$ cat src/verilog/rmdec_pkg.sv
package rmdec_pkg;
    typedef enum logic [2:0] {
        RMDEC_MODE_NONE = 3'b000,
        RMDEC_MODE_IMM = 3'b001,
        RMDEC_MODE_DIR = 3'b010,
        RMDEC_MODE_EXT = 3'b011,
        RMDEC_MODE_IX0 = 3'b100,
        RMDEC_MODE_IX1 = 3'b101,
        RMDEC_MODE_IX2 = 3'b110
    } rmdec_mode_e;

    typedef enum logic [3:0] {
        RMDEC_OP_SUBTRACT = 4'h0,
        RMDEC_OP_COMPARE_ACCUMULATOR = 4'h1,
        RMDEC_OP_SUBTRACT_WITH_BORROW = 4'h2,
        RMDEC_OP_COMPARE_INDEX = 4'h3,
        RMDEC_OP_AND = 4'h4,
        RMDEC_OP_BIT_TEST = 4'h5,
        RMDEC_OP_LOAD_ACCUMULATOR = 4'h6,
        RMDEC_OP_STORE_ACCUMULATOR = 4'h7,
        RMDEC_OP_EXCLUSIVE_OR_ACCUMULATOR = 4'h8,
        RMDEC_OP_ADD_WITH_CARRY = 4'h9,
        RMDEC_OP_OR_ACCUMULATOR = 4'hA,
        RMDEC_OP_ADD = 4'hB,
        RMDEC_OP_JUMP_UNCONDITIONAL = 4'hC,
        RMDEC_OP_JUMP_TO_SUBROUTINE = 4'hD,
        RMDEC_OP_LOAD_INDEX = 4'hE,
        RMDEC_OP_STORE_INDEX = 4'hF
    } rmdec_op_e;

    // Address source of the effective address
    typedef enum logic [1:0] {
        RMDEC_SRC_OPERAND = 2'b00,
        RMDEC_SRC_ZERO_PAGE = 2'b01,
        RMDEC_SRC_ABSOLUTE = 2'b10,
        RMDEC_SRC_INDEXED = 2'b11
    } rmdec_src_e;

    localparam logic [3:0] RMDEC_NIB_IMM = 4'hA;
    localparam logic [3:0] RMDEC_NIB_DIR = 4'hB;
    localparam logic [3:0] RMDEC_NIB_EXT = 4'hC;
    localparam logic [3:0] RMDEC_NIB_IX2 = 4'hD;
    localparam logic [3:0] RMDEC_NIB_IX1 = 4'hE;
    localparam logic [3:0] RMDEC_NIB_IX0 = 4'hF;
    localparam int RMDEC_NUM_MODES = 10;
    localparam logic [1:0] RMDEC_MAX_BYTES = 2'd3;
    localparam logic [15:0] RMDEC_COUNTER_RESET = 16'h0000;
    localparam logic [15:0] RMDEC_ADDR_RESET = 16'h0000;
    localparam logic [7:0] RMDEC_BYTE_RESET = 8'h00;
    localparam logic [7:0] RMDEC_ZERO_PAGE_HIGH = 8'h00;
    // Base cycle counts for read operations, per mode, then the store, jump and call adjustments
    localparam logic [2:0] RMDEC_CYC_IMM = 3'd2;
    localparam logic [2:0] RMDEC_CYC_DIR = 3'd3;
    localparam logic [2:0] RMDEC_CYC_EXT = 3'd4;
    localparam logic [2:0] RMDEC_CYC_IX0 = 3'd3;
    localparam logic [2:0] RMDEC_CYC_IX1 = 3'd4;
    localparam logic [2:0] RMDEC_CYC_IX2 = 3'd5;
    localparam logic [2:0] RMDEC_CYC_STORE_EXTRA = 3'd1;
    localparam logic [2:0] RMDEC_CYC_JUMP_LESS = 3'd1;
    localparam logic [2:0] RMDEC_CYC_CALL_EXTRA = 3'd2;

    typedef struct packed {
        logic valid;
        logic illegal;
        rmdec_op_e op;
        rmdec_mode_e mode;
        rmdec_src_e src;
        logic [1:0] length;
        logic [2:0] cycles;
        logic [15:0] effective_address;
        logic [15:0] program_counter_next;
        logic [7:0] imm;
        logic uses_accumulator;
        logic uses_index;
        logic writes_register;
        logic writes_memory;
        logic writes_flags;
        logic carry_in;
        logic is_jump;
        logic is_call;
    } rmdec_result_s;
endpackage

$ cat src/verilog/rmdec_decoder.sv
// How it works
// [RQ1] Core has ten addressing modes; this block decodes the six register/memory forms
// [RQ2] Indexed no-offset is one byte; no instruction here exceeds three bytes
// [RQ3] Extended form carries a full 16-bit address reaching all memory
// [RQ4] Each form yields an effective address for operand read or write
// [RQ5] High nibble picks form: A imm, B dir, C ext, F ix0, E ix1, D ix2
// [RQ6] Low nibble picks the operation, sixteen codes from subtract to store index
// [RQ7] Read ops: lengths 2,2,3,1,2,3 bytes and cycles 2,3,4,3,4,5
// [RQ8] Bit test ANDs for flags only, accumulator stays unchanged
// [RQ9] Add with carry adds operand and carry into the accumulator
// [RQ10] No immediate store or jump; store +1 cycle, jump -1, call +2
// [RQ11] Jumps use only the effective address, no register operand
// [RQ12] Direct mode: high address byte zero, low byte from the operand
// [RQ13] Immediate operand is the byte after opcode; program counter advances two
module rmdec_decoder (
    input wire logic clock,
    input wire logic sys_rst,
    input wire logic decode_valid,
    input wire logic [7:0] opcode,
    input wire logic [7:0] operand_byte1,
    input wire logic [7:0] operand_byte2,
    input wire logic [15:0] program_counter,
    input wire logic [7:0] index_value,
    input wire logic carry_flag,
    output rmdec_pkg::rmdec_result_s result
);
    rmdec_pkg::rmdec_result_s result_reg;
    rmdec_pkg::rmdec_result_s result_next;

    // Form from the high nibble; other nibbles belong to other groups
    function automatic rmdec_pkg::rmdec_mode_e mode_of(input logic [3:0] nib);
        unique case (nib)
            rmdec_pkg::RMDEC_NIB_IMM: mode_of = rmdec_pkg::RMDEC_MODE_IMM; // RQ5
            rmdec_pkg::RMDEC_NIB_DIR: mode_of = rmdec_pkg::RMDEC_MODE_DIR; // RQ5
            rmdec_pkg::RMDEC_NIB_EXT: mode_of = rmdec_pkg::RMDEC_MODE_EXT; // RQ5
            rmdec_pkg::RMDEC_NIB_IX2: mode_of = rmdec_pkg::RMDEC_MODE_IX2; // RQ5
            rmdec_pkg::RMDEC_NIB_IX1: mode_of = rmdec_pkg::RMDEC_MODE_IX1; // RQ5
            rmdec_pkg::RMDEC_NIB_IX0: mode_of = rmdec_pkg::RMDEC_MODE_IX0; // RQ5
            default: mode_of = rmdec_pkg::RMDEC_MODE_NONE;
        endcase
    endfunction

    function automatic logic [1:0] length_of(input rmdec_pkg::rmdec_mode_e m);
        unique case (m)
            rmdec_pkg::RMDEC_MODE_IX0: length_of = 2'd1; // RQ2
            rmdec_pkg::RMDEC_MODE_EXT,
            rmdec_pkg::RMDEC_MODE_IX2: length_of = rmdec_pkg::RMDEC_MAX_BYTES; // RQ2
            rmdec_pkg::RMDEC_MODE_NONE: length_of = 2'd0;
            default: length_of = 2'd2; // RQ7
        endcase
    endfunction

    function automatic logic [2:0] base_cycles(input rmdec_pkg::rmdec_mode_e m);
        unique case (m)
            rmdec_pkg::RMDEC_MODE_IMM: base_cycles = rmdec_pkg::RMDEC_CYC_IMM; // RQ7
            rmdec_pkg::RMDEC_MODE_DIR: base_cycles = rmdec_pkg::RMDEC_CYC_DIR; // RQ7
            rmdec_pkg::RMDEC_MODE_EXT: base_cycles = rmdec_pkg::RMDEC_CYC_EXT; // RQ7
            rmdec_pkg::RMDEC_MODE_IX0: base_cycles = rmdec_pkg::RMDEC_CYC_IX0; // RQ7
            rmdec_pkg::RMDEC_MODE_IX1: base_cycles = rmdec_pkg::RMDEC_CYC_IX1; // RQ7
            rmdec_pkg::RMDEC_MODE_IX2: base_cycles = rmdec_pkg::RMDEC_CYC_IX2; // RQ7
            default: base_cycles = 3'd0;
        endcase
    endfunction

    rmdec_pkg::rmdec_mode_e mode;
    rmdec_pkg::rmdec_op_e op;
    logic is_store;
    logic is_jump;
    logic is_call;
    logic illegal;
    logic [15:0] ix_sum1;
    logic [15:0] ix_sum2;

    assign mode = mode_of(opcode[7:4]); // RQ1
    assign op = rmdec_pkg::rmdec_op_e'(opcode[3:0]); // RQ6
    assign is_store = (op == rmdec_pkg::RMDEC_OP_STORE_ACCUMULATOR) ||
        (op == rmdec_pkg::RMDEC_OP_STORE_INDEX);
    assign is_jump = (op == rmdec_pkg::RMDEC_OP_JUMP_UNCONDITIONAL);
    assign is_call = (op == rmdec_pkg::RMDEC_OP_JUMP_TO_SUBROUTINE);
    // Immediate stores and jumps have no meaning; other opcode groups too
    assign illegal = (mode == rmdec_pkg::RMDEC_MODE_NONE) ||
        ((mode == rmdec_pkg::RMDEC_MODE_IMM) && (is_store || is_jump || is_call)); // RQ10
    // Index is unsigned, so offsets only add upward
    assign ix_sum1 = {8'h00, operand_byte1} + {8'h00, index_value};
    assign ix_sum2 = {operand_byte1, operand_byte2} + {8'h00, index_value};

    always_comb begin
        result_next = '0;
        result_next.valid = decode_valid;
        result_next.illegal = decode_valid && illegal;
        result_next.op = op;
        result_next.mode = mode;
        result_next.imm = operand_byte1;
        unique case (mode)
            rmdec_pkg::RMDEC_MODE_IMM: begin
                result_next.src = rmdec_pkg::RMDEC_SRC_OPERAND;
                result_next.effective_address = program_counter + 16'h0001; // RQ13
            end
            rmdec_pkg::RMDEC_MODE_DIR: begin
                result_next.src = rmdec_pkg::RMDEC_SRC_ZERO_PAGE;
                result_next.effective_address = {rmdec_pkg::RMDEC_ZERO_PAGE_HIGH,
                    operand_byte1}; // RQ12
            end
            rmdec_pkg::RMDEC_MODE_EXT: begin
                result_next.src = rmdec_pkg::RMDEC_SRC_ABSOLUTE;
                result_next.effective_address = {operand_byte1, operand_byte2}; // RQ3
            end
            rmdec_pkg::RMDEC_MODE_IX0: begin
                result_next.src = rmdec_pkg::RMDEC_SRC_INDEXED;
                result_next.effective_address = {8'h00, index_value}; // RQ4
            end
            rmdec_pkg::RMDEC_MODE_IX1: begin
                result_next.src = rmdec_pkg::RMDEC_SRC_INDEXED;
                result_next.effective_address = ix_sum1; // RQ4
            end
            rmdec_pkg::RMDEC_MODE_IX2: begin
                result_next.src = rmdec_pkg::RMDEC_SRC_INDEXED;
                result_next.effective_address = ix_sum2; // RQ4
            end
            default: begin
                result_next.src = rmdec_pkg::RMDEC_SRC_OPERAND;
                result_next.effective_address = rmdec_pkg::RMDEC_ADDR_RESET;
            end
        endcase
        result_next.length = illegal ? 2'd0 : length_of(mode); // RQ2
        result_next.program_counter_next = program_counter +
            {14'h0000, result_next.length}; // RQ13
        if (illegal) begin
            result_next.cycles = 3'd0;
        end else if (is_store) begin
            result_next.cycles = base_cycles(mode) + rmdec_pkg::RMDEC_CYC_STORE_EXTRA; // RQ10
        end else if (is_jump) begin
            result_next.cycles = base_cycles(mode) - rmdec_pkg::RMDEC_CYC_JUMP_LESS; // RQ10
        end else if (is_call) begin
            result_next.cycles = base_cycles(mode) + rmdec_pkg::RMDEC_CYC_CALL_EXTRA; // RQ10
        end else begin
            result_next.cycles = base_cycles(mode); // RQ7
        end
        result_next.is_jump = is_jump || is_call; // RQ11
        result_next.is_call = is_call;
        // Jumps take no register operand
        result_next.uses_index = !illegal && ((op == rmdec_pkg::RMDEC_OP_COMPARE_INDEX) ||
            (op == rmdec_pkg::RMDEC_OP_LOAD_INDEX) ||
            (op == rmdec_pkg::RMDEC_OP_STORE_INDEX)); // RQ11
        result_next.uses_accumulator = !illegal && !result_next.uses_index &&
            !is_jump && !is_call; // RQ11
        result_next.writes_memory = !illegal && is_store;
        // Compares and bit test only set flags
        result_next.writes_register = !illegal && !is_store && !is_jump && !is_call &&
            (op != rmdec_pkg::RMDEC_OP_COMPARE_ACCUMULATOR) &&
            (op != rmdec_pkg::RMDEC_OP_COMPARE_INDEX) &&
            (op != rmdec_pkg::RMDEC_OP_BIT_TEST); // RQ8
        result_next.writes_flags = !illegal && !is_jump && !is_call;
        result_next.carry_in = (op == rmdec_pkg::RMDEC_OP_ADD_WITH_CARRY) ||
            (op == rmdec_pkg::RMDEC_OP_SUBTRACT_WITH_BORROW) ? carry_flag : 1'b0; // RQ9
        if (!decode_valid) begin
            result_next = '0;
        end
    end

    always_ff @(posedge clock) begin
        if (sys_rst) begin
            result_reg <= '0;
        end else begin
            result_reg <= result_next;
        end
    end

    assign result = result_reg;

    // A legal answer always has a length, so a zero length marks a refused opcode
    a_len_legal: assert property (@(posedge clock) disable iff (sys_rst) // RQ2
        (result.valid && !result.illegal) |-> (result.length != 2'd0))
        else $error("legal opcode with zero length");
    a_ix0_len: assert property (@(posedge clock) disable iff (sys_rst) // RQ2
        (decode_valid && opcode[7:4] == 4'hF) |=> (result.length == 2'd1))
        else $error("indexed no offset not one byte");
    a_ext_addr: assert property (@(posedge clock) disable iff (sys_rst) // RQ3
        (decode_valid && opcode[7:4] == 4'hC) |=>
        (result.effective_address == {$past(operand_byte1), $past(operand_byte2)}))
        else $error("extended address wrong");
    a_ix1_addr: assert property (@(posedge clock) disable iff (sys_rst) // RQ4
        (decode_valid && opcode[7:4] == 4'hE) |=>
        (result.effective_address ==
        16'({8'h00, $past(operand_byte1)} + {8'h00, $past(index_value)})))
        else $error("indexed offset address wrong");
    a_dir_page: assert property (@(posedge clock) disable iff (sys_rst) // RQ12
        (decode_valid && opcode[7:4] == 4'hB) |=>
        (result.effective_address[15:8] == 8'h00 &&
        result.effective_address[7:0] == $past(operand_byte1)))
        else $error("direct address not page zero");
    a_imm_advance: assert property (@(posedge clock) disable iff (sys_rst) // RQ13
        (decode_valid && opcode == 8'hA6) |=>
        (result.program_counter_next == 16'($past(program_counter) + 16'h0002)))
        else $error("immediate did not advance two");
    a_mode_op: assert property (@(posedge clock) disable iff (sys_rst) // RQ5
        (decode_valid && opcode == 8'hD2) |=> (result.mode == rmdec_pkg::RMDEC_MODE_IX2 &&
        result.op == rmdec_pkg::RMDEC_OP_SUBTRACT_WITH_BORROW))
        else $error("opcode split wrong");
    a_index_load: assert property (@(posedge clock) disable iff (sys_rst) // RQ6
        (decode_valid && opcode == 8'hDE) |=> (result.cycles == 3'd5 && result.uses_index))
        else $error("load index ix2 wrong");
    a_read_cycles: assert property (@(posedge clock) disable iff (sys_rst) // RQ7
        (decode_valid && opcode == 8'hC6) |=> (result.cycles == 3'd4 && result.length == 2'd3))
        else $error("extended load cycles wrong");
    a_bit_noacc: assert property (@(posedge clock) disable iff (sys_rst) // RQ8
        (decode_valid && opcode[3:0] == 4'h5) |=> !result.writes_register)
        else $error("bit test writes accumulator");
    a_adc_carry: assert property (@(posedge clock) disable iff (sys_rst) // RQ9
        (decode_valid && opcode == 8'hB9) |=> (result.carry_in == $past(carry_flag) &&
        result.writes_register))
        else $error("carry not passed");
    a_no_imm_st: assert property (@(posedge clock) disable iff (sys_rst) // RQ10
        (decode_valid && (opcode == 8'hA7 || opcode == 8'hAC)) |=> result.illegal)
        else $error("immediate store accepted");
    a_call_cycles: assert property (@(posedge clock) disable iff (sys_rst) // RQ11
        (decode_valid && opcode == 8'hDD) |=> (result.cycles == 3'd7 && result.is_call &&
        !result.uses_accumulator && !result.uses_index))
        else $error("call decode wrong");
    a_form_found: assert property (@(posedge clock) disable iff (sys_rst) // RQ1
        (decode_valid && opcode[7:4] >= 4'hA) |=>
        (result.mode != rmdec_pkg::RMDEC_MODE_NONE))
        else $error("group opcode without a form");
endmodule

$ cat config.mk
export PLATFORM = sky130hd
export DESIGN_NAME = rmdec_decoder
export DESIGN_NICKNAME = d
export VERILOG_FILES = /design/src/verilog/rmdec_pkg.sv /design/src/verilog/rmdec_decoder.sv
export SDC_FILE = /design/constraint.sdc
export NUM_CORES = 1
export LEC_CHECK = 0
export BUFFER_PORTS_ARGS = -buffer_cell sky130_fd_sc_hd__buf_2
export CAP_MARGIN = 20
export CORE_MARGIN = 2
export CORE_UTILIZATION = 50
export CTS_CLUSTER_DIAMETER = 50
export DETAILED_ROUTE_END_ITERATION = 8
export PLACE_DENSITY = 0.9
export SLEW_MARGIN = 0
export SYNTH_ARGS = -nofsm -noshare
export SYNTH_HDL_FRONTEND = slang
export SYNTH_SLANG_ARGS = --single-unit
export TNS_END_PERCENT = 20
$ cat constraint.sdc
create_clock -name clock -period 3.15 [get_ports clock]
set_clock_uncertainty 0.05 [all_clocks]
set_input_delay 0.63 -clock clock [delete_from_list [all_inputs] [get_ports clock]]
set_output_delay 0.63 -clock clock [all_outputs]
set_load 0.05 [all_outputs]
======== Yosys cells after proc, flatten, opt, wreduce, memory -nomap -nowiden ========
Cells that the tools add are included.
storage, ports and cells
  register bits ........................... 64
  input port bits ......................... 52
  output and inout bits ................... 64
  word-level logic and storage cells ...... 107
cells by class
  $add $sub $neg .......................... 7
  equal/unequal tests ..................... 23
  multiplexer cells ....................... 21
  bitwise gates (word level) .............. 2
  reductions and logical operators ........ 36
operators by type and width
  cell                                                 number
  case mux 16 bit (6 select lines)                     1
  two-way mux 64 bit                                   1
  equality test 4 bit, second input constant           11
  two-way mux 3 bit                                    13
  case mux 3 bit (6 select lines)                      1
  adder 16 x 1 -> 16 bit, second input constant        1
  adder 16 x 2 -> 16 bit                               1
  adder 16 x 8 -> 16 bit                               1
  logical AND 1 bit                                    15
  case mux 2 bit (3 select lines)                      2
  case mux 3 bit (4 select lines)                      1
  adder 8 x 8 -> 9 bit                                 1
  equality test 3 bit, second input constant           3
  OR reduction 3 bit                                   3
  equality test 4 x 2 -> 1 bit, second input constant  2
  logical OR 1 bit                                     8
  OR reduction 2 bit                                   4
  equality test 3 x 2 -> 1 bit, second input constant  2
  zero test 1 bit                                      5
  equality test 4 x 3 -> 1 bit, second input constant  1
  != test 4 x 1 -> 1 bit, second input constant        1
  != test 4 x 2 -> 1 bit, second input constant        1
  != test 4 x 3 -> 1 bit, second input constant        1
  adder 3 x 1 -> 3 bit, second input constant          1
  7 further kinds                                      8

======== Depth between registers and ports, before layout ========
Gate-level depths: netlist of the first run.
  word-level depth ........................ 15
  gate-level depth with buffers ........... 11
  depth with buffers taken out ............ 10

======== Worst setup path before layout of the first run ========
Ideal clock, no wire load.
  path kind ............................... input -> register
  from .................................... in opcode[6]
  to ...................................... reg result_reg, in the netlist result[28]
  setup time .............................. 128 ps
  arrival ................................. 2401 ps
  data required time ...................... 2972 ps
  path slack .............................. 572 ps
  stages .................................. 10
  buffers on the path ..................... 2
  path through ............................ buf_2 buf_1 o21ai_0 and2_1 fa_1 nand2_1 nor2_1 nand3_1 xor2_1 nor2_1
between the ends
  longest elaborated chain between the ends .. 7
  elaborated cells between the ends (all ways) .. 18
  classes of those cells .................. 1 x add/sub; 10 x eq/ne; 3 x mux; 4 x reduce/logical
ends and longest elaborated chain
  item                                                                        line                                      RTL
  start: declaration                                                          rmdec_decoder.sv:19                       input wire logic [7:0] opcode,
  equality test 4 bit                                                         rmdec_decoder.sv:32                       unique case (nib)
  case mux 3 bit (6 select lines) *                                           rmdec_decoder.sv:32
  equality test 3 bit (tied with other cells)                                 rmdec_decoder.sv:44                       unique case (m)
  OR reduction 2 bit / logical AND 1 bit (equally long branches)              rmdec_decoder.sv:44, rmdec_decoder.sv:82
  case mux 2 bit (3 select lines) / logical OR 1 bit (equally long branches)  rmdec_decoder.sv:44, rmdec_decoder.sv:81
  two-way mux 2 bit *                                                         rmdec_decoder.sv:125                      result_next.length = illegal ? 2'd0 : length_of(mode);
  adder 16 x 2 -> 16 bit *                                                    rmdec_decoder.sv:126                      result_next.program_counter_next = program_counter +
  end signal: assignment                                                      rmdec_decoder.sv:165                      result_reg <= result_next;
  end: declaration                                                            rmdec_decoder.sv:27                       rmdec_pkg::rmdec_result_s result_reg;
Mark *: on every way between the ends. The rest lies on a longest branch, timed or not.
A chain may end at the register's enable or synchronous reset.

======== Worst setup path in the final report of the first run ========
  from .................................... in opcode[6]
  to ...................................... reg result_reg, in the netlist result[50]
between the ends
  longest elaborated chain between the ends .. 13
  elaborated cells between the ends (all ways) .. 35
  classes of those cells .................. 3 x add/sub; 12 x eq/ne; 14 x mux; 6 x reduce/logical
ends and longest elaborated chain
  item                                                                        line                  RTL
  equality test 4 bit                                                         rmdec_decoder.sv:32
  case mux 3 bit (6 select lines) *                                           rmdec_decoder.sv:32
  equality test 3 bit / equality test 3 x 2 -> 1 bit (equally long branches)  rmdec_decoder.sv:54   unique case (m)
  OR reduction 2 bit (no line)                                                --
  case mux 3 bit (4 select lines)                                             rmdec_decoder.sv:54
  two-way mux 3 bit                                                           rmdec_decoder.sv:134  end else if (is_call) begin
  two-way mux 3 bit                                                           rmdec_decoder.sv:132  end else if (is_jump) begin
  two-way mux 3 bit                                                           rmdec_decoder.sv:130  end else if (is_store) begin
  two-way mux 3 bit                                                           rmdec_decoder.sv:128  if (illegal) begin
  adder 3 x 2 -> 3 bit                                                        rmdec_decoder.sv:135  result_next.cycles = base_cycles(mode) + rmdec_pkg::RMDEC_CYC_CALL_EXTRA;
  two-way mux 3 bit                                                           rmdec_decoder.sv:134
  two-way mux 3 bit                                                           rmdec_decoder.sv:132
  two-way mux 3 bit                                                           rmdec_decoder.sv:130
Mark *: on every way between the ends. The rest lies on a longest branch, timed or not. The select of a mux whose other input is x is not followed.

==> results of run 1 <==
## path summary, 6_finish.rpt
kind                         end  slack, ns
worst min-delay path   result[2]       0.52
worst max-delay path  result[50]       0.54
## metrics by stage
stage / hold slack, ns / instances / cell area, sq um
after floorplan: 0.6567 / 430 / 3689
after global placement: 0.8548 / 632 / 4367
after detailed placement: 0.8752 / 632 / 4367
after CTS: 0.5185 / 647 / 4521
after global routing: 0.5117 / 647 / 4521
final: 0.5243 / 647 / 4521
## placed cells by master, fill, tap and decap left out, drive strengths merged, types with 4 or more instances in the layout
cell type and count:
o22ai 7, a21oi 19, dfxtp 64, xor2 21, clkbuf 11, a21o 6, nand2b 7, o21ai 17
a211oi 9, buf 123, nand2 28, o211ai 4, and2 18, ha 22, a221oi 9, xnor2 21
nor3 13, inv 7, mux2i 13, and3 8, nor2 55, nand3 18
## layout make-up
type,instances,share of cell area
Inverter,7,0.005812
Clock inverter,4,0.004982
Multi-Input combinational cell,339,0.5087
Clock buffer,11,0.02906
Sequential cell,64,0.2834
Timing Repair Buffer,123,0.1406
Tap cell,99,0.02740
## power groups by stage
stage	Sequential [uW]	Combinational (uW)	Clock, uW
detailed placement	860	482	0
CTS	842	486	587
floorplan	952	243	0
global placement	859	475	0
global route	843	530	628
finish	842	492	578
## logic make-up after synthesis
| family | share of synthesized area |
|---|---|
| simple gates | 0.2215 |
| compound gates | 0.1672 |
| flops | 0.3474 |
| xor+xnor | 0.09973 |
| buf+inv | 0.02917 |
| fa+ha+maj | 0.09362 |
| mux | 0.04138 |
## metal layers
metal	track usage	vias up	part of all wire
li1	-	1767	-
met1	0.3240	1719	0.40
met2	0.4527	204	0.49
met3	0.06035	35	0.085
met4	0.1051	0	0.030
met5	0	-	0
==> impl_metrics.py, run 1 <==
metrics = {
    "pwr": {
        "comb_power_share": 0.257,
        "seq_power_share": 0.440,
        "powerDensity_nw_per_um2": 422.8,
        "power.switching_uw": 629.8,
        "vdd_drop_max_v": 0.0001662,
        "clkPwrFrac": 0.302,
        "leakage_uw": 0.002056,
        "p_int_uw": 1281,
        "p_sw_frac": 0.3295,
        "power_uw": 1911,
    },
    "timing": {
        "period_minus_slack_ns": 2.607,
        "fin_tns_setup_ns": 0,
        "finalMaxSlewViolations": 0,
        "fin_crit_sh": 0.8278,
        "setup_viol": 0,
        "finalHoldViolations": 0,
        "slew_headroom": 0.5801,
        "clock.fmax_ghz": 0.3835,
        "tightestPinTransition_ns": 0.6200,
        "rsz0062_at_grt": "no",
        "fin_ws_ns": 0.5425,
    },
    "synthesis": {
        "ys_types": 56,
        "synthTopCellsByCount": "64 x dfxtp_1, 55 x nor2_1, 28 x nand2_1, 22 x ha_1",
        "ys.warnings.count": 0,
        "syn-num-nets": 507,
        "synth_top_area_cell": "dfxtp_1",
        "synth_most_common_cell": "dfxtp_1",
        "yosysSeqAreaShare": 0.3474,
        "yosys.area.top_type_share": 0.3474,
        "avgSynthCellArea_sq_um": 8.578,
        "synth_edf_count": 0,
        "syn_area_sq_um": 3689,
        "netlist_top_cells_area": "dfxtp_1 35%, ha_1 7.5%, nor2_1 5.6%, xnor2_1 5.0%, xor2_1 5.0%",
        "ys_ff_latch": 64,
        "netlist_instances": 430,
        "ys.flop_type": "dfxtp_1",
        "synthArstFlopShare": 0,
    },
    "finish": {
        "drive_above_1_share": 0.2609,
        "seqCellArea_sq_um": 1281,
        "nFillCells": 617,
        "multi_input_area_sq_um": 2300,
        "largest_register_ffs": 64,
        "final_util": 0.6266,
        "finish.net_count": 621,
        "n_antenna_cell": 0,
        "area.growth.synth_to_final_pct": 22.56,
    },
    "floorplanning": {
        "initial_utilization": 0.5113,
        "die_w_um": 89.89,
        "io_pins": 116,
        "fp.coreArea_sq_um": 7214,
        "fp.dieH_um": 89.89,
        "num_rows": 31,
        "dieArea_sq_um": 8080,
    },
    "route": {
        "dr.pass1.iters": 5,
        "wl_um": 10580,
        "viasPerCell": 5.757,
        "antenna_left": 0,
        "vias": 3725,
        "routedWlPerCell_um": 16.35,
        "drc": 0,
        "drt_iter0_drc": 291,
    },
    "critical_path": {
        "path_class": "in -> reg",
        "cp-startpoint": "opcode[6]",
        "crit_chain": "buf_2 -> nand3_1 -> ha_1 -> nor3b_1 -> inv_1 -> ha_1 -> mux2_2 -> o221ai_1 -> a211oi_1",
        "cp.arrival_ns": 2.77,
        "cpPeakStageDelay_ns": 0.42,
        "end_kind": "flip-flop",
        "critPathTopFamily": "simple AND/OR/NAND/NOR gates",
        "worst-path-buf-inv": 2,
        "crit_required_ns": 3.32,
        "crit_cells": 9,
        "slowest_stage": "nor3b_1",
        "cpMostUsedCell": "ha_1",
        "critPathLaunchType": "primary input",
        "crit_fanout": 16,
    },
    "cts": {
        "htree_levels": 3,
        "cts.repair.resized": 0,
        "hold_buffers": 0,
        "post_cts_buffers": 0,
        "cts_buffer_depth": 2,
        "clk_pin_slew_ns": 0.07,
        "cts_tree": "built",
        "cts_num_sinks": 64,
        "cts_buffers": 9,
        "clockRootBuffer": "clkbuf_8",
    },
    "global_route": {
        "grt_usage": 0.2648,
        "grt_pass1_vias": 3546,
        "grt_pass1_wl_um": 17240,
        "antenna_found_initial": 0,
        "overflow": 0,
        "grt_max_degree": 26,
    },
    "worst_hold_path": {
        "hold_path_class": "in -> reg",
        "min_path_cells": 2,
        "hold_start": "carry_flag",
    },
    "placement": {
        "port_buffers": 115,
        "dp_hpwl_um": 8227,
        "pre_cts_slack_ns": 0.1961,
        "gp_congestion": 0.9079,
    },
    "outcome": {
        "status": "finished, final reports clean",
    },
    "job": {
        "drv_cap": 0,
    },
}
No activity file was read; power rests on OpenSTA's default activity.
==> run 2: changes to the inputs <==
--- a/config.mk
+++ b/config.mk
@@ -5,10 +5,11 @@
 export SDC_FILE = /design/constraint.sdc
 export NUM_CORES = 1
 export LEC_CHECK = 0
+export ABC_AREA = 1
 export BUFFER_PORTS_ARGS = -buffer_cell sky130_fd_sc_hd__buf_2
 export CAP_MARGIN = 20
 export CORE_MARGIN = 2
-export CORE_UTILIZATION = 50
+export CORE_UTILIZATION = 48
 export CTS_CLUSTER_DIAMETER = 50
 export DETAILED_ROUTE_END_ITERATION = 8
 export PLACE_DENSITY = 0.9
==> constraint.sdc (replaced) <==
create_clock -name clock -period 2.2 [get_ports clock]
set_clock_uncertainty 0.05 [all_clocks]
set_input_delay 0.44 -clock clock [delete_from_list [all_inputs] [get_ports clock]]
set_output_delay 0.44 -clock clock [all_outputs]
set_load 0.05 [all_outputs]
==> run 2 against run 1 <==
Against the previous run:
- first-iteration DRC count rose by 14%
- critical path depth rose by 5
- setup slack got worse by 0.39 ns
- global-route usage rose by 1.6 points
- cell area rose by 17%
- die area rose by 13%
- power rose by 59%
- sequential cell count did not move
- sequential share of layout area fell by 4.1 points
- synthesized cell count rose by 44%
- critical path type unchanged
- highest routed layer unchanged
==> impl_metrics.py, run 2 <==
metrics = {
    "outcome": {
        "status": "finished, final reports clean",
    },
    "timing": {
        "setup_viol": 0,
        "slew_headroom": 0.7316,
        "period_minus_slack_ns": 2.051,
        "fin_tns_setup_ns": 0,
        "fin_ws_ns": 0.1486,
        "finalMaxSlewViolations": 0,
        "clock.fmax_ghz": 0.4875,
        "tightestPinTransition_ns": 0.4022,
        "finalHoldViolations": 0,
        "fin_crit_sh": 0.9324,
    },
    "critical_path": {
        "crit_required_ns": 2.41,
        "critPathLaunchType": "primary input",
        "end_kind": "flip-flop",
        "crit_fanout": 5,
        "crit_end": "result[24]",
        "path_class": "in -> reg",
        "cp-startpoint": "opcode[6]",
        "slowest_stage": "fa_2",
        "cpPeakStageDelay_ns": 0.40,
        "cp.arrival_ns": 2.26,
        "crit_chain": "buf_2 -> nand2_4 -> inv_2 -> nand2_2 -> nand2_1 -> ha_1 -> fa_2 -> nand2_1 -> nor2_2 -> nand2_2 -> nor3_4 -> buf_4 -> buf_4 -> nor3_1",
    },
    "route": {
        "drt_iter0_drc": 332,
        "dr.pass1.iters": 5,
        "drc": 0,
        "wl_um": 12530,
        "antenna_left": 0,
        "routedWlPerCell_um": 14.04,
        "viasPerCell": 5.259,
        "vias": 4691,
    },
    "cts": {
        "cts_num_sinks": 64,
        "clk_pin_slew_ns": 0.07,
        "cts_buffers": 9,
        "cts_buffer_depth": 2,
        "cts_tree": "built",
        "htree_levels": 3,
        "clockRootBuffer": "clkbuf_8",
    },
    "pwr": {
        "leakage_uw": 0.002866,
        "p_sw_frac": 0.3298,
        "clkPwrFrac": 0.346,
        "vdd_drop_max_v": 0.0002793,
        "seq_power_share": 0.397,
        "p_int_uw": 2034,
        "powerDensity_nw_per_um2": 573.7,
        "power.switching_uw": 1001,
        "comb_power_share": 0.256,
    },
    "finish": {
        "layout_commonest_cell": "nand2_1",
        "instances_no_fill": 892,
        "largest_register_ffs": 64,
        "n_antenna_cell": 0,
        "final_util": 0.6469,
        "finish.net_count": 859,
        "drive_above_1_share": 0.2630,
        "most-common-layout-cells": "149 x nand2_1, 115 x buf_2, 86 x inv_1",
        "final_area_sq_um": 5289,
        "area.growth.synth_to_final_pct": 31.93,
    },
    "global_route": {
        "grt_usage": 0.2806,
        "grt_pass1_vias": 4362,
        "grt_max_degree": 29,
        "grt_pass1_wl_um": 19790,
        "antenna_found_initial": 0,
        "overflow": 0,
    },
    "synthesis": {
        "ys_types": 35,
        "syn_area_sq_um": 4009,
        "synth_edf_count": 0,
        "ys.warnings.count": 0,
        "synth_top_area_cell": "dfxtp_1",
        "synthArstFlopShare": 0,
        "yosysSeqAreaShare": 0.3196,
        "ys.flop_type": "dfxtp_1",
        "synthTopCellsByCount": "153 x nand2_1, 86 x inv_1, 85 x nor2_1, 66 x nand3_1, 64 x dfxtp_1",
        "ys_ff_latch": 64,
        "synth_most_common_cell": "nand2_1",
        "yosys.area.top_type_share": 0.3196,
        "netlist_top_cells_area": "dfxtp_1 32%, nand2_1 14%, nand3_1 8.2%, inv_1 8.1%, nor2_1 8.0%",
        "netlist_instances": 618,
        "avgSynthCellArea_sq_um": 6.487,
        "syn-num-nets": 695,
    },
    "job": {
        "drv_cap": 0,
    },
    "placement": {
        "placed_area_sq_um": 5052,
        "gp_congestion": 1.008,
        "dp_hpwl_um": 9845,
        "port_buffers": 115,
        "pre_cts_slack_ns": -0.2490,
        "dp.cells": 874,
    },
    "floorplanning": {
        "fp.dieH_um": 95.39,
        "die_w_um": 95.39,
        "fp.coreArea_sq_um": 8175,
        "num_rows": 33,
        "dieArea_sq_um": 9098,
        "initial_utilization": 0.4904,
        "io_pins": 116,
    },
    "worst_hold_path": {
        "hold_path_class": "in -> reg",
    },
}
run 2: worst min-delay path by stage:
stage,startpoint,depth (start not counted),to
finish,program_counter[3],2,result[19]
global route,program_counter[3],2,result[19]
CTS,program_counter[3],2,result[19]
detailed placement,program_counter[3],2,result[19]
global placement,program_counter[3],2,result[19]
floorplan,program_counter[3],1,result[19]
run 2: routing by layer:
metal,GRT usage,share of wire,vias up
met5,0,0,-
met4,0.1036,0.031,0
met3,0.05771,0.084,37
met2,0.4783,0.46,229
met1,0.3492,0.42,2091
li1,-,-,2334
run 2: power groups by stage:
stage          Clock, uW  Sequential [uW]  Combinational (uW)
2_1_floorplan          0             1370                 344
3_3_place_gp           0             1230                 748
3_5_place_dp           0             1230                 757
4_1_cts             1070             1210                 763
5_1_grt             1120             1210                 854
6_report            1050             1210                 778
run 2: cell type report:
class                           instances  area (sq um)
Sequential cell                        64          1281
Clock buffer                           11         151.4
Fill cell                             738          2887
Tap cell                              105         131.4
Clock inverter                          5         55.05
Multi-Input combinational cell        457          2415
Timing Repair Buffer                  161         920.9
Inverter                               89         334.1
run 2: worst max-delay path, delay by kind of cell:
kind	cells	cell delay, ns
adder cells (fa/ha/maj)	2	0.62
buffers and inverters	4	0.44
AND/OR/NAND/NOR	8	0.75
run 2: cell families after synthesis:
family / share of synthesized area
xor+xnor: 0.01966
fa+ha+maj: 0.08365
simple gates: 0.3770
flops: 0.3196
buf+inv: 0.09301
compound gates: 0.1071
run 2: per-stage QoR:
| stage | hold slack [ns] | power [uW] |
|---|---|---|
| finish | 0.3273 | 3034 |
| global route | 0.3445 | 3184 |
| CTS | 0.3127 | 3042 |
| detailed placement | 0.6783 | 1990 |
| global placement | 0.6621 | 1980 |
| floorplan | 0.4796 | 1719 |
run 2: timing repair:
action,4_1_cts,5_1_grt
gates resized for setup,0,6
setup buffers,0,2
hold buffers,0,0
setup endpoints to repair,0,5
